$ cat src/hw/stc_regs.vh
`ifndef STC_REGS_VH
`define STC_REGS_VH
// Byte addresses of the word-aligned registers
`define STC_ADDR_COUNT_LOW 5'h00
`define STC_ADDR_COUNT_HIGH 5'h04
`define STC_ADDR_CONTROL 5'h08
`define STC_ADDR_STATUS 5'h0C
`define STC_ADDR_MASK 5'h10
// Control field positions
`define STC_CTL_RUN 0
`define STC_CTL_SRC 1
`define STC_CTL_NOSYNC 2
`define STC_CTL_OSCEN 3
`define STC_CTL_PS_LO 4
`define STC_CTL_PS_HI 5
`define STC_CTL_WIDE 7
// Writable control bits; bit 6 reads zero
`define STC_CTL_WMASK 8'hBF
`define STC_CTL_RESET 8'h00
// Status and mask: overflow in bit 0
`define STC_ST_OVF 0
`define STC_ST_RESET 8'h00
`define STC_MASK_RESET 8'h00
// Count wrap points
`define STC_COUNT_MAX 16'hFFFF
`define STC_COUNT_ZERO 16'h0000
// Instruction cycle length in clocks
`define STC_INSTR_CLOCKS 4
`endif

$ cat src/hw/stc_timer.v
// Contract
// RULE1: Sixteen-bit count held as low and high bytes
// RULE2: Software reads and writes both count bytes
// RULE3: Source bit picks instruction clock or external
// RULE4: Count external rising edges or instruction cycles
// RULE5: Overflow event when count wraps to zero
// RULE6: Special event trigger clears the count
// RULE7: Count only while run bit is set
// RULE8: Prescale 1:1, 1:2, 1:4, 1:8 from bits 5-4
// RULE9: Oscillator inverter runs only when enabled
// RULE10: Control bit 6 reads zero, ignores writes
// RULE11: Wide mode: high address hits buffer, low read loads it
// RULE12: Wide mode: low write loads high from buffer
// RULE13: Bit 2 bypasses external clock synchronisation
//
// Decided for this implementation: the Avalon-MM slave port and the register addresses.
`timescale 1ns/10ps
`include "stc_regs.vh"

module stc_timer #(
   parameter INSTR_CLOCKS = `STC_INSTR_CLOCKS
) (
   // Clock and reset
   input wire clock_i,
   input wire rst_i,
   // Avalon-MM slave
   input wire [4:0] avs_address_i,
   input wire avs_read_i,
   input wire avs_write_i,
   input wire [31:0] avs_writedata_i,
   input wire [3:0] avs_byteenable_i,
   output wire [31:0] avs_readdata_o,
   output wire avs_waitrequest_o,
   // External count clock and oscillator pins
   input wire ext_clk_i,
   input wire osc_in_i,
   output wire osc_drive_o,
   output wire osc_enable_o,
   // Special event trigger from the capture/compare module
   input wire event_trigger_i,
   // Events
   output wire overflow_o,
   output wire irq_o
);

   reg [7:0] count_low_reg;
   reg [7:0] count_high_reg;
   reg [7:0] high_buffer_reg;
   reg [7:0] control_reg;
   reg [7:0] status_reg;
   reg [7:0] mask_reg;
   reg [2:0] prescale_reg;
   reg [7:0] instr_cnt_reg;
   reg instr_tick_reg;
   reg src_level_reg;
   reg pending_reg;
   reg wait_reg;
   reg [31:0] readdata_reg;
   reg overflow_reg;
   reg irq_reg;
   reg osc_drive_reg;
   reg osc_enable_reg;

   wire [15:0] count_now;
   wire access;
   wire do_read;
   wire do_write;
   wire wr_low;
   wire wr_high;
   wire rd_low;
   wire wide;
   wire [1:0] pin_raw;
   wire [1:0] pin_sync;
   wire selected_pin;
   wire ext_edge;
   wire src_tick;
   wire pre_carry;
   wire count_tick;
   wire wrap;
   wire [2:0] ps_mask;

   function hit;
      input [4:0] addr;
      input [4:0] target;
      begin
         hit = (addr == target);
      end
   endfunction

   assign count_now = {count_high_reg, count_low_reg}; // RULE1
   assign wide = control_reg[`STC_CTL_WIDE];

   // Bus request served once, in the cycle wait_reg is still high
   assign access = (avs_read_i | avs_write_i) & wait_reg;
   assign do_read = access & avs_read_i;
   assign do_write = access & avs_write_i & avs_byteenable_i[0];
   assign wr_low = do_write & hit(avs_address_i, `STC_ADDR_COUNT_LOW);
   assign wr_high = do_write & hit(avs_address_i, `STC_ADDR_COUNT_HIGH);
   assign rd_low = do_read & hit(avs_address_i, `STC_ADDR_COUNT_LOW);

   // Both pins idle low, so no false edge follows reset
   assign pin_raw = {osc_in_i, ext_clk_i};
   // Source is picked after the synchronisers, never on the raw pins
   assign selected_pin = control_reg[`STC_CTL_OSCEN] ? pin_sync[1] : pin_sync[0];
   assign ext_edge = selected_pin & ~src_level_reg; // RULE4

   // Synchronised mode aligns edges to the instruction cycle
   assign src_tick = ~control_reg[`STC_CTL_SRC] ? instr_tick_reg : // RULE3
      (control_reg[`STC_CTL_NOSYNC] ? ext_edge : // RULE13
      ((ext_edge | pending_reg) & instr_tick_reg));

   // Ratio becomes a mask of prescaler bits that must all be set
   function [2:0] prescale_mask;
      input [1:0] ratio_sel;
      begin
         case (ratio_sel)
            2'b00: prescale_mask = 3'h0;
            2'b01: prescale_mask = 3'h1;
            2'b10: prescale_mask = 3'h3;
            default: prescale_mask = 3'h7;
         endcase
      end
   endfunction

   assign ps_mask = prescale_mask({control_reg[`STC_CTL_PS_HI],
      control_reg[`STC_CTL_PS_LO]}); // RULE8
   assign pre_carry = ((prescale_reg & ps_mask) == ps_mask); // RULE8
   assign count_tick = control_reg[`STC_CTL_RUN] & src_tick & pre_carry; // RULE7
   assign wrap = count_tick & (count_now == `STC_COUNT_MAX); // RULE5

   // Instruction cycle strobe
   always @(posedge clock_i) begin
      if (rst_i) begin
         instr_cnt_reg <= 8'h00;
         instr_tick_reg <= 1'b0;
      end else if (instr_cnt_reg == INSTR_CLOCKS[7:0] - 8'h01) begin
         instr_cnt_reg <= 8'h00;
         instr_tick_reg <= 1'b1;
      end else begin
         instr_cnt_reg <= instr_cnt_reg + 8'h01;
         instr_tick_reg <= 1'b0;
      end
   end

   // Each pin passes two flops before any logic reads it
   // Index 0 is the count pin, index 1 the oscillator input
   genvar pin_idx;
   generate
      for (pin_idx = 0; pin_idx < 2; pin_idx = pin_idx + 1) begin : g_pin_sync
         reg meta_reg;
         reg sync_reg;
         always @(posedge clock_i) begin
            if (rst_i) begin
               meta_reg <= 1'b0;
               sync_reg <= 1'b0;
            end else begin
               meta_reg <= pin_raw[pin_idx];
               sync_reg <= meta_reg;
            end
         end
         assign pin_sync[pin_idx] = sync_reg;
      end
   endgenerate

   // Previous level of the chosen source for edge detection
   // Both synchronised pins idle low, so switching source is glitch free
   always @(posedge clock_i) begin
      if (rst_i) begin
         src_level_reg <= 1'b0;
      end else begin
         src_level_reg <= selected_pin;
      end
   end

   // Edge seen between instruction cycles waits for the next one
   always @(posedge clock_i) begin
      if (rst_i) begin
         pending_reg <= 1'b0;
      end else if (instr_tick_reg | control_reg[`STC_CTL_NOSYNC]) begin
         pending_reg <= 1'b0;
      end else if (ext_edge) begin
         pending_reg <= 1'b1;
      end
   end

   // Prescaler; cleared only by a low byte write
   always @(posedge clock_i) begin
      if (rst_i) begin
         prescale_reg <= 3'h0;
      end else if (wr_low) begin
         prescale_reg <= 3'h0;
      end else if (control_reg[`STC_CTL_RUN] & src_tick) begin
         prescale_reg <= pre_carry ? 3'h0 : prescale_reg + 3'h1; // RULE8
      end
   end

   // Count: software write beats the trigger, trigger beats counting
   always @(posedge clock_i) begin
      if (rst_i) begin
         count_low_reg <= 8'h00;
         count_high_reg <= 8'h00;
      end else begin
         if (wr_low) begin
            count_low_reg <= avs_writedata_i[7:0]; // RULE2
            if (wide) begin
               count_high_reg <= high_buffer_reg; // RULE12
            end
         end else if (event_trigger_i) begin
            // Trigger leaves the prescaler running; only low writes clear it
            count_low_reg <= 8'h00; // RULE6
            if (!(wr_high & ~wide)) begin
               count_high_reg <= 8'h00;
            end
         end else if (count_tick) begin
            {count_high_reg, count_low_reg} <= count_now + 16'h0001; // RULE4
         end
         if (wr_high & ~wide) begin
            count_high_reg <= avs_writedata_i[7:0]; // RULE2
         end
      end
   end

   // High byte buffer for atomic sixteen-bit access
   // Avoids a torn read when the low byte rolls over between accesses
   always @(posedge clock_i) begin
      if (rst_i) begin
         high_buffer_reg <= 8'h00;
      end else if (wr_high & wide) begin
         high_buffer_reg <= avs_writedata_i[7:0]; // RULE11
      end else if (rd_low & wide) begin
         high_buffer_reg <= count_high_reg; // RULE11
      end
   end

   // Control, mask and sticky status
   always @(posedge clock_i) begin
      if (rst_i) begin
         control_reg <= `STC_CTL_RESET;
         mask_reg <= `STC_MASK_RESET;
         status_reg <= `STC_ST_RESET;
      end else begin
         if (do_write & hit(avs_address_i, `STC_ADDR_CONTROL)) begin
            control_reg <= avs_writedata_i[7:0] & `STC_CTL_WMASK; // RULE10
         end
         if (do_write & hit(avs_address_i, `STC_ADDR_MASK)) begin
            mask_reg <= avs_writedata_i[7:0] & 8'h01;
         end
         // Set wins over a write-one clear in the same cycle
         if (wrap) begin
            status_reg[`STC_ST_OVF] <= 1'b1; // RULE5
         end else if (do_write & hit(avs_address_i, `STC_ADDR_STATUS) &
               avs_writedata_i[`STC_ST_OVF]) begin
            status_reg[`STC_ST_OVF] <= 1'b0;
         end
      end
   end

   // Bus answer: waitrequest drops for one cycle after the request
   // One fixed wait state keeps read data straight from a flop
   // Trade-off: every access costs two cycles, even back to back
   always @(posedge clock_i) begin
      if (rst_i) begin
         wait_reg <= 1'b1;
         readdata_reg <= 32'h00000000;
      end else begin
         wait_reg <= ~access;
         if (do_read) begin
            case (avs_address_i)
               `STC_ADDR_COUNT_LOW: readdata_reg <= {24'h000000, count_low_reg};
               `STC_ADDR_COUNT_HIGH: readdata_reg <= {24'h000000,
                  wide ? high_buffer_reg : count_high_reg}; // RULE11
               `STC_ADDR_CONTROL: readdata_reg <= {24'h000000, control_reg};
               `STC_ADDR_STATUS: readdata_reg <= {24'h000000, status_reg};
               `STC_ADDR_MASK: readdata_reg <= {24'h000000, mask_reg};
               default: readdata_reg <= 32'h00000000;
            endcase
         end
      end
   end

   // Events, interrupt and oscillator pins
   always @(posedge clock_i) begin
      if (rst_i) begin
         overflow_reg <= 1'b0;
         irq_reg <= 1'b0;
         osc_drive_reg <= 1'b0;
         osc_enable_reg <= 1'b0;
      end else begin
         overflow_reg <= wrap; // RULE5
         irq_reg <= |(status_reg & mask_reg);
         // Inverter held off when disabled to save power
         osc_enable_reg <= control_reg[`STC_CTL_OSCEN]; // RULE9
         // Inverter sees the pin only after its synchroniser
         osc_drive_reg <= control_reg[`STC_CTL_OSCEN] & ~pin_sync[1]; // RULE9
      end
   end

   assign avs_readdata_o = readdata_reg;
   assign avs_waitrequest_o = wait_reg;
   assign overflow_o = overflow_reg;
   assign irq_o = irq_reg;
   assign osc_drive_o = osc_drive_reg;
   assign osc_enable_o = osc_enable_reg;

endmodule // stc_timer

$ cat config.mk
export PLATFORM = sky130hd
export DESIGN_NAME = stc_timer
export DESIGN_NICKNAME = d
export VERILOG_FILES = /design/src/hw/stc_timer.v
export VERILOG_INCLUDE_DIRS = /design/src /design/src/hw
export SDC_FILE = /design/constraint.sdc
export NUM_CORES = 1
export LEC_CHECK = 0
export ABC_CLOCK_PERIOD_IN_PS = 5000
export BUFFER_PORTS_ARGS = -buffer_cell sky130_fd_sc_hd__buf_2
export CAP_MARGIN = 10
export CORE_ASPECT_RATIO = 2
export CORE_MARGIN = 5
export CORE_UTILIZATION = 40
export DETAILED_ROUTE_END_ITERATION = 16
export PLACE_DENSITY = 0.73
export SETUP_SLACK_MARGIN = 0.2
export SLEW_MARGIN = 20
export SYNTH_ARGS = -nofsm -noshare
export SYNTH_HDL_FRONTEND = slang
export SYNTH_SLANG_ARGS = --single-unit
$ cat constraint.sdc
create_clock -name clock_i -period 5 [get_ports clock_i]
set_input_delay 0.5 -clock clock_i [delete_from_list [all_inputs] [get_ports clock_i]]
set_output_delay 0.5 -clock clock_i [all_outputs]
set_load 0.05 [all_outputs]
==> results of run 1 <==
[per-layer routing]
layer | track usage | share of wire | routed length, um | up-vias
li1 | - | - | - | 1519
met1 | 0.1719 | 0.35 | 3394 | 1497
met2 | 0.3350 | 0.54 | 5316 | 130
met3 | 0.04167 | 0.060 | 583 | 37
met4 | 0.1171 | 0.050 | 489 | 0
met5 | 0 | 0 | 0 | -
[kinds of logic (layout without fill, tap and decap cells)]
family | count (synthesis) | in the layout | synth area share
flip-flops | 64 | 64 | 0.3635
buffers and inverters | 53 | 57 | 0.09726
AO/OA/AOI/OAI | 97 | 97 | 0.1768
multiplexers | 18 | 18 | 0.05183
other | 1 | 24 | 0.001064
AND/OR/NAND/NOR | 175 | 175 | 0.2591
adder cells (fa/ha/maj) | 3 | 3 | 0.01065
XOR/XNOR | 16 | 16 | 0.03976
[worst min path at each step]
stage                             end                   start
2_1_floorplan             osc_drive_o  g_pin_sync[1].sync_reg
3_3_place_gp              osc_drive_o  g_pin_sync[1].sync_reg
3_5_place_dp              pending_reg          instr_tick_reg
4_1_cts        g_pin_sync[1].meta_reg                osc_in_i
5_1_grt        g_pin_sync[1].meta_reg                osc_in_i
6_report       g_pin_sync[1].meta_reg                osc_in_i
[power by group]
group / switching, W / internal (W)
registers: 0.00000620 / 0.000517
logic: 0.0000896 / 0.0000195
clock network: 0.000239 / 0.000503
total: 0.000335 / 0.00104
[final cells by class]
type	instances	area [um2]	area share
multi-input combinational	333	1987	0.5035
sequential	64	1281	0.3247
clock buffer	10	239.0	0.06056
timing repair buffer	34	172.7	0.04375
tap	100	125.1	0.03171
clock inverter	6	115.1	0.02917
inverter	7	26.28	0.006658
[per-stage QoR]
step	std cells	utilization	area [um2]	worst slack, ns
after global routing	554	0.4563	3946	2.276
after global placement	538	0.4154	3592	2.448
final	554	0.4563	3946	2.454
after CTS	554	0.4563	3946	2.438
after detailed placement	538	0.4154	3592	2.415
after floorplan	450	-	3611	2.941
[critical path, stage by stage, from the launching register on]
cell and delay [ns]:
dfxtp_1 0.40, mux2i_1 0.14, o221ai_1 0.33, nand4b_1 0.61, nor4_1 0.82, a31o_2 0.20
[cell usage after synthesis, types with 2 or more instances]
| master | count | area [um2] |
|---|---|---|
| buf_6 | 5 | 56.30 |
| mux2i_1 | 16 | 160.2 |
| xor2_1 | 8 | 70.07 |
| nand3_4 | 2 | 35.03 |
| dfxtp_1 | 64 | 1281 |
| buf_2 | 2 | 10.01 |
| a211oi_1 | 11 | 82.58 |
| mux2_2 | 2 | 22.52 |
| nand3_1 | 22 | 110.1 |
| clkbuf_1 | 11 | 41.29 |
| buf_4 | 26 | 195.2 |
| nand2_1 | 48 | 180.2 |
| and2_1 | 4 | 25.02 |
| o21ai_0 | 16 | 80.08 |
| a31oi_1 | 4 | 25.02 |
| a32oi_1 | 2 | 17.52 |
| nor2b_1 | 9 | 56.30 |
| nand4_1 | 4 | 25.02 |
| ha_1 | 3 | 37.54 |
| xnor2_1 | 8 | 70.07 |
| nor3_1 | 9 | 45.04 |
| a32o_1 | 2 | 20.02 |
| and3_1 | 9 | 56.30 |
| a21oi_1 | 30 | 150.1 |
| o21a_1 | 2 | 15.01 |
| o22ai_1 | 6 | 37.54 |
| o211ai_1 | 3 | 22.52 |
| nor2_1 | 45 | 168.9 |
| inv_1 | 6 | 22.52 |
| a22oi_1 | 8 | 60.06 |
| or3_1 | 3 | 18.77 |
| nor4_1 | 7 | 43.79 |
==> impl_metrics.env, run 1 <==
export IMPL_hold_path_depth=2
export IMPL_cp_end_kind="flop"
export IMPL_clock_path_buffers=2
export IMPL_finalHoldViolCount=0
export IMPL_route_vias_total=3183
export IMPL_cts_max_level=3
export IMPL_cp_arrival_ns=2.83
export IMPL_final_cell_mix="64 x dfxtp_1, 48 x nand2_1, 45 x nor2_1"
export IMPL_critPathRequiredTime_ns=5.28
export IMPL_crit_start="control_reg[3]"
export IMPL_powerDensity_nw_per_um2=348.1
export IMPL_dieArea_um2=10900
export IMPL_cts_tree="done"
export IMPL_rsz0062_at_grt="no"
export IMPL_clkSlewWorstSetupHoldPaths_ns=0.06
export IMPL_drt_total_wl_um=9784
export IMPL_critical_path_class="reg -> reg"
export IMPL_worstReg2RegEnd="status_reg[0]"
export IMPL_initial_utilization=0.4076
export IMPL_synth_edf_count=0
export IMPL_grt_pass1_wl_um=15580
export IMPL_synth_top_flop_cell="dfxtp_1"
export IMPL_fin_crit_ns=2.546
export IMPL_cts_sinks=64
export IMPL_seq_area_frac_synth=0.3635
export IMPL_drtIter0Drc=323
export IMPL_grt_max_degree=48
export IMPL_post_cts_buffers=0
export IMPL_peakVddDrop_v=0.0001780
export IMPL_firstDrtPassIters=4
export IMPL_grt_overflow=0
export IMPL_area_growth_pct=11.96
export IMPL_core_um2=8648
export IMPL_drive_above_1_share=0.1454
export IMPL_synth_area_um2=3525
export IMPL_relSlewSlack=0.3751
export IMPL_finalCritPeriodShare=0.5091
export IMPL_holdWs_ns=0.3734
export IMPL_post_drt_wl_per_cell_um=17.66
export IMPL_min_path_type="in -> reg"
export IMPL_dpl_hpwl_um=7148
export IMPL_p_leak_nw=1.495
export IMPL_diodes=0
export IMPL_tightest_slew_ns=0.9374
export IMPL_status="completed"
export IMPL_synth_cell_types=62
export IMPL_gp_congestion=0.9250
export IMPL_slew_viol_final=0
export IMPL_r2r_setup_slack_ns=2.45
export IMPL_yosysWarnings=0
export IMPL_clk_latency_ns=0.34
export IMPL_avgViaCountPerCell=5.745
export IMPL_synth_cells=427
export IMPL_io_buffers=33
export IMPL_die_w_um=76.38
export IMPL_startpoint_type="flop"
export IMPL_synth_async_reset_ratio=0
export IMPL_setup_viol=0
export IMPL_skew_ns=0.006542
export IMPL_tns_ns=0
export IMPL_antenna_left=0
export IMPL_grt_pass1_vias=3084
export IMPL_critPathMaxFanout=14
export IMPL_rr_worst_depth=5
export IMPL_ctsHoldBuffers=0
export IMPL_max_cap_violations=0
export IMPL_total_power_w=0.001374
export IMPL_synth_seq_cells=64
export IMPL_core_rowCount=48
export IMPL_rr_startpoint="control_reg[3]"
export IMPL_boundaryPins=85
export IMPL_syn_area_per_cell_um2=8.254
export IMPL_nets=500
export IMPL_grt_use_total=0.1794
export IMPL_nFillCells=865
export IMPL_drt_drc_violations_left=0
export IMPL_antenna_found_initial=0
export IMPL_cts_made_buffers=9
export IMPL_die_y_um=142.8
export IMPL_ctsResizeCount=0
export IMPL_cts_root_buf="clkbuf_16"
export IMPL_fmax_mhz=392.8
export IMPL_endpoint="status_reg[0]"
export IMPL_layout_commonest_cell="dfxtp_1"
Note: power is estimated with default switching activity, not from simulation.
==> run 2, diff against run 1 <==
--- a/config.mk
+++ b/config.mk
@@ -6,14 +6,15 @@
 export SDC_FILE = /design/constraint.sdc
 export NUM_CORES = 1
 export LEC_CHECK = 0
-export ABC_CLOCK_PERIOD_IN_PS = 5000
+export ABC_AREA = 1
+export ABC_CLOCK_PERIOD_IN_PS = 2580
 export BUFFER_PORTS_ARGS = -buffer_cell sky130_fd_sc_hd__buf_2
 export CAP_MARGIN = 10
 export CORE_ASPECT_RATIO = 2
 export CORE_MARGIN = 5
 export CORE_UTILIZATION = 40
 export DETAILED_ROUTE_END_ITERATION = 16
-export PLACE_DENSITY = 0.73
+export PLACE_DENSITY = 0.72
 export SETUP_SLACK_MARGIN = 0.2
 export SLEW_MARGIN = 20
 export SYNTH_ARGS = -nofsm -noshare
==> constraint.sdc (replaced) <==
create_clock -name clock_i -period 2.58 [get_ports clock_i]
set_input_delay 0.258 -clock clock_i [delete_from_list [all_inputs] [get_ports clock_i]]
set_output_delay 0.258 -clock clock_i [all_outputs]
set_load 0.05 [all_outputs]
==> impl_metrics.env, run 2 <==
export IMPL_ctsResizeCount=0
export IMPL_synthTopCellsByArea="dfxtp_1 35%, nand2_1 14%, inv_1 6.2%, o21ai_0 5.8%, a21oi_1 5.7%"
export IMPL_tns_ns=0
export IMPL_antenna_left=0
export IMPL_dieArea_um2=11150
export IMPL_clkSlewWorstSetupHoldPaths_ns=0.05
export IMPL_grt_use_total=0.1893
export IMPL_min_path_type="in -> reg"
export IMPL_final_cell_mix="130 x nand2_1, 64 x dfxtp_1, 60 x inv_1"
export IMPL_boundaryPins=85
export IMPL_nets=603
export IMPL_relSlewSlack=0.6040
export IMPL_cts_root_buf="clkbuf_16"
export IMPL_place_inst=643
export IMPL_critPathRequiredTime_ns=2.85
export IMPL_yosysWarnings=0
export IMPL_slew_viol_final=0
export IMPL_hp_start="osc_in_i"
export IMPL_finalCritPeriodShare=0.6976
export IMPL_avgViaCountPerCell=5.205
export IMPL_skew_ns=0.009478
export IMPL_drt_drc_violations_left=0
export IMPL_tightest_slew_ns=0.5933
export IMPL_post_drt_wl_per_cell_um=15.19
export IMPL_r2r_setup_slack_ns=0.78
export IMPL_dpl_hpwl_um=7788
export IMPL_synthAdderAreaFrac=0.01039
export IMPL_clk_latency_ns=0.33
export IMPL_clock_path_buffers=2
export IMPL_holdWs_ns=0.1327
export IMPL_p_leak_nw=1.716
export IMPL_synth_seq_cells=64
export IMPL_critPathMaxFanout=5
export IMPL_placed_area_um2=3751
export IMPL_cts_made_buffers=9
export IMPL_max_cap_violations=0
export IMPL_cp_arrival_ns=2.07
export IMPL_synth_edf_count=0
export IMPL_cts_tree="done"
export IMPL_area_growth_pct=12.33
export IMPL_critical_path_class="reg -> reg"
export IMPL_drtIter0Drc=310
export IMPL_rsz0062_at_grt="no"
export IMPL_final_area_um2=4059
export IMPL_post_cts_buffers=0
export IMPL_core_rowCount=49
export IMPL_synthTopCellsByCount="130 x nand2_1, 64 x dfxtp_1, 60 x inv_1"
export IMPL_cp_end_kind="flop"
export IMPL_synth_top_flop_cell="dfxtp_1"
export IMPL_gp_congestion=0.9984
export IMPL_initial_utilization=0.4065
export IMPL_synth_area_um2=3613
export IMPL_status="completed"
export IMPL_antenna_found_initial=0
export IMPL_worstReg2RegEnd="status_reg[0]"
export IMPL_whs_endpoint="g_pin_sync[1].meta_reg"
export IMPL_rr_worst_depth=7
export IMPL_synth_most_common_cell="nand2_1"
export IMPL_grt_pass1_wl_um=16530
export IMPL_drt_total_wl_um=10010
export IMPL_setup_viol=0
export IMPL_diodes=0
export IMPL_fin_crit_ns=1.800
export IMPL_grt_pass1_vias=3499
export IMPL_synth_mux_area_frac=0
export IMPL_die_w_um=77.21
export IMPL_grt_max_degree=22
export IMPL_die_y_um=144.4
export IMPL_fmax_mhz=555.6
export IMPL_route_vias_total=3430
export IMPL_yosys_area_share_simple=0.3051
export IMPL_nFillCells=912
export IMPL_io_buffers=33
export IMPL_core_um2=8890
export IMPL_synth_async_reset_ratio=0
export IMPL_powerDensity_nw_per_um2=621.4
export IMPL_drive_above_1_share=0.1364
export IMPL_ctsHoldBuffers=0
export IMPL_firstDrtPassIters=4
export IMPL_cts_max_level=3
export IMPL_seq_area_frac_synth=0.3546
export IMPL_hold_path_depth=3
export IMPL_synth_top_area_cell="dfxtp_1"
export IMPL_synth_top_area_frac=0.3546
export IMPL_cts_sinks=64
export IMPL_total_power_w=0.002522
export IMPL_synth_cell_types=41
export IMPL_synth_compound_area_frac=0.1672
export IMPL_synth_cells=520
export IMPL_rr_startpoint="count_low_reg[1]"
export IMPL_peakVddDrop_v=0.0004811
export IMPL_synth_xor_area_frac=0.02424
export IMPL_synth_top_family_by_area="simple AND/OR/NAND/NOR gates"
export IMPL_post_layout_nonfiller_instances=659
export IMPL_layout_commonest_cell="nand2_1"
export IMPL_startpoint_type="flop"
export IMPL_finalHoldViolCount=0
export IMPL_syn_area_per_cell_um2=6.949
export IMPL_grt_overflow=0
export IMPL_crit_start="count_low_reg[1]"
==> run 2: worst max path at each step <==
stage | endpoint | slack, ns | cells past startpoint
after CTS | status_reg[0] | 0.79 | 7
after global routing | count_high_reg[0] | 0.66 | 9
after floorplan | count_high_reg[6] | 0.77 | 8
after global placement | count_high_reg[6] | 0.77 | 9
final | status_reg[0] | 0.78 | 7
after detailed placement | count_high_reg[6] | 0.76 | 9
==> run 2: per-stage QoR <==
step	setup WS, ns	util
2_1_floorplan	0.7683	-
3_3_place_gp	0.7731	0.4220
3_5_place_dp	0.7630	0.4220
4_1_cts	0.7926	0.4566
5_1_grt	0.6550	0.4566
6_report	0.7801	0.4566
==> run 2: layout make-up <==
cell class                      instances  area (um2)  area share
Multi-Input combinational cell        379        1922      0.4735
Sequential cell                        64        1281      0.3157
Tap cell                              102       127.6     0.03144
Inverter                               62       232.7     0.05734
Clock inverter                          4       51.30     0.01264
Timing Repair Buffer                   36       187.7     0.04624
Clock buffer                           12       256.5     0.06319
==> run 2: kinds of logic (layout without fill, tap and decap cells) <==
family	after synthesis	after routing
AOI/OAI and AO/OA	109	109
xor gates and xnor gates	10	10
adders and majority gates	3	3
buffers and inverters	100	114
DFF	64	64
other	1	24
and+or+nand+nor	233	233
==> run 2: per-layer routing <==
metal | GRT usage | vias up | part of all wire
li1 | - | 1705 | -
met1 | 0.1728 | 1566 | 0.34
met2 | 0.3409 | 107 | 0.51
met3 | 0.03928 | 52 | 0.046
met4 | 0.1748 | 0 | 0.10
met5 | 0 | - | 0
==> run 2: where the power goes <==
| group | total, W | switching (W) | internal [W] |
|---|---|---|---|
| Clock | 0.00125 | 0.000445 | 0.000802 |
| Combinational | 0.000240 | 0.000192 | 0.0000480 |
| Sequential | 0.00103 | 0.0000224 | 0.00101 |
| Total | 0.00252 | 0.000660 | 0.00186 |
==> run 2: critical path: stages, from the launching register on <==
cell and delay [ns]:
dfxtp_1 0.43, ha_1 0.27, nand3_1 0.14, nor2_4 0.17, nand4_1 0.16, nor4_1 0.30
buf_4 0.20, or2_1 0.09
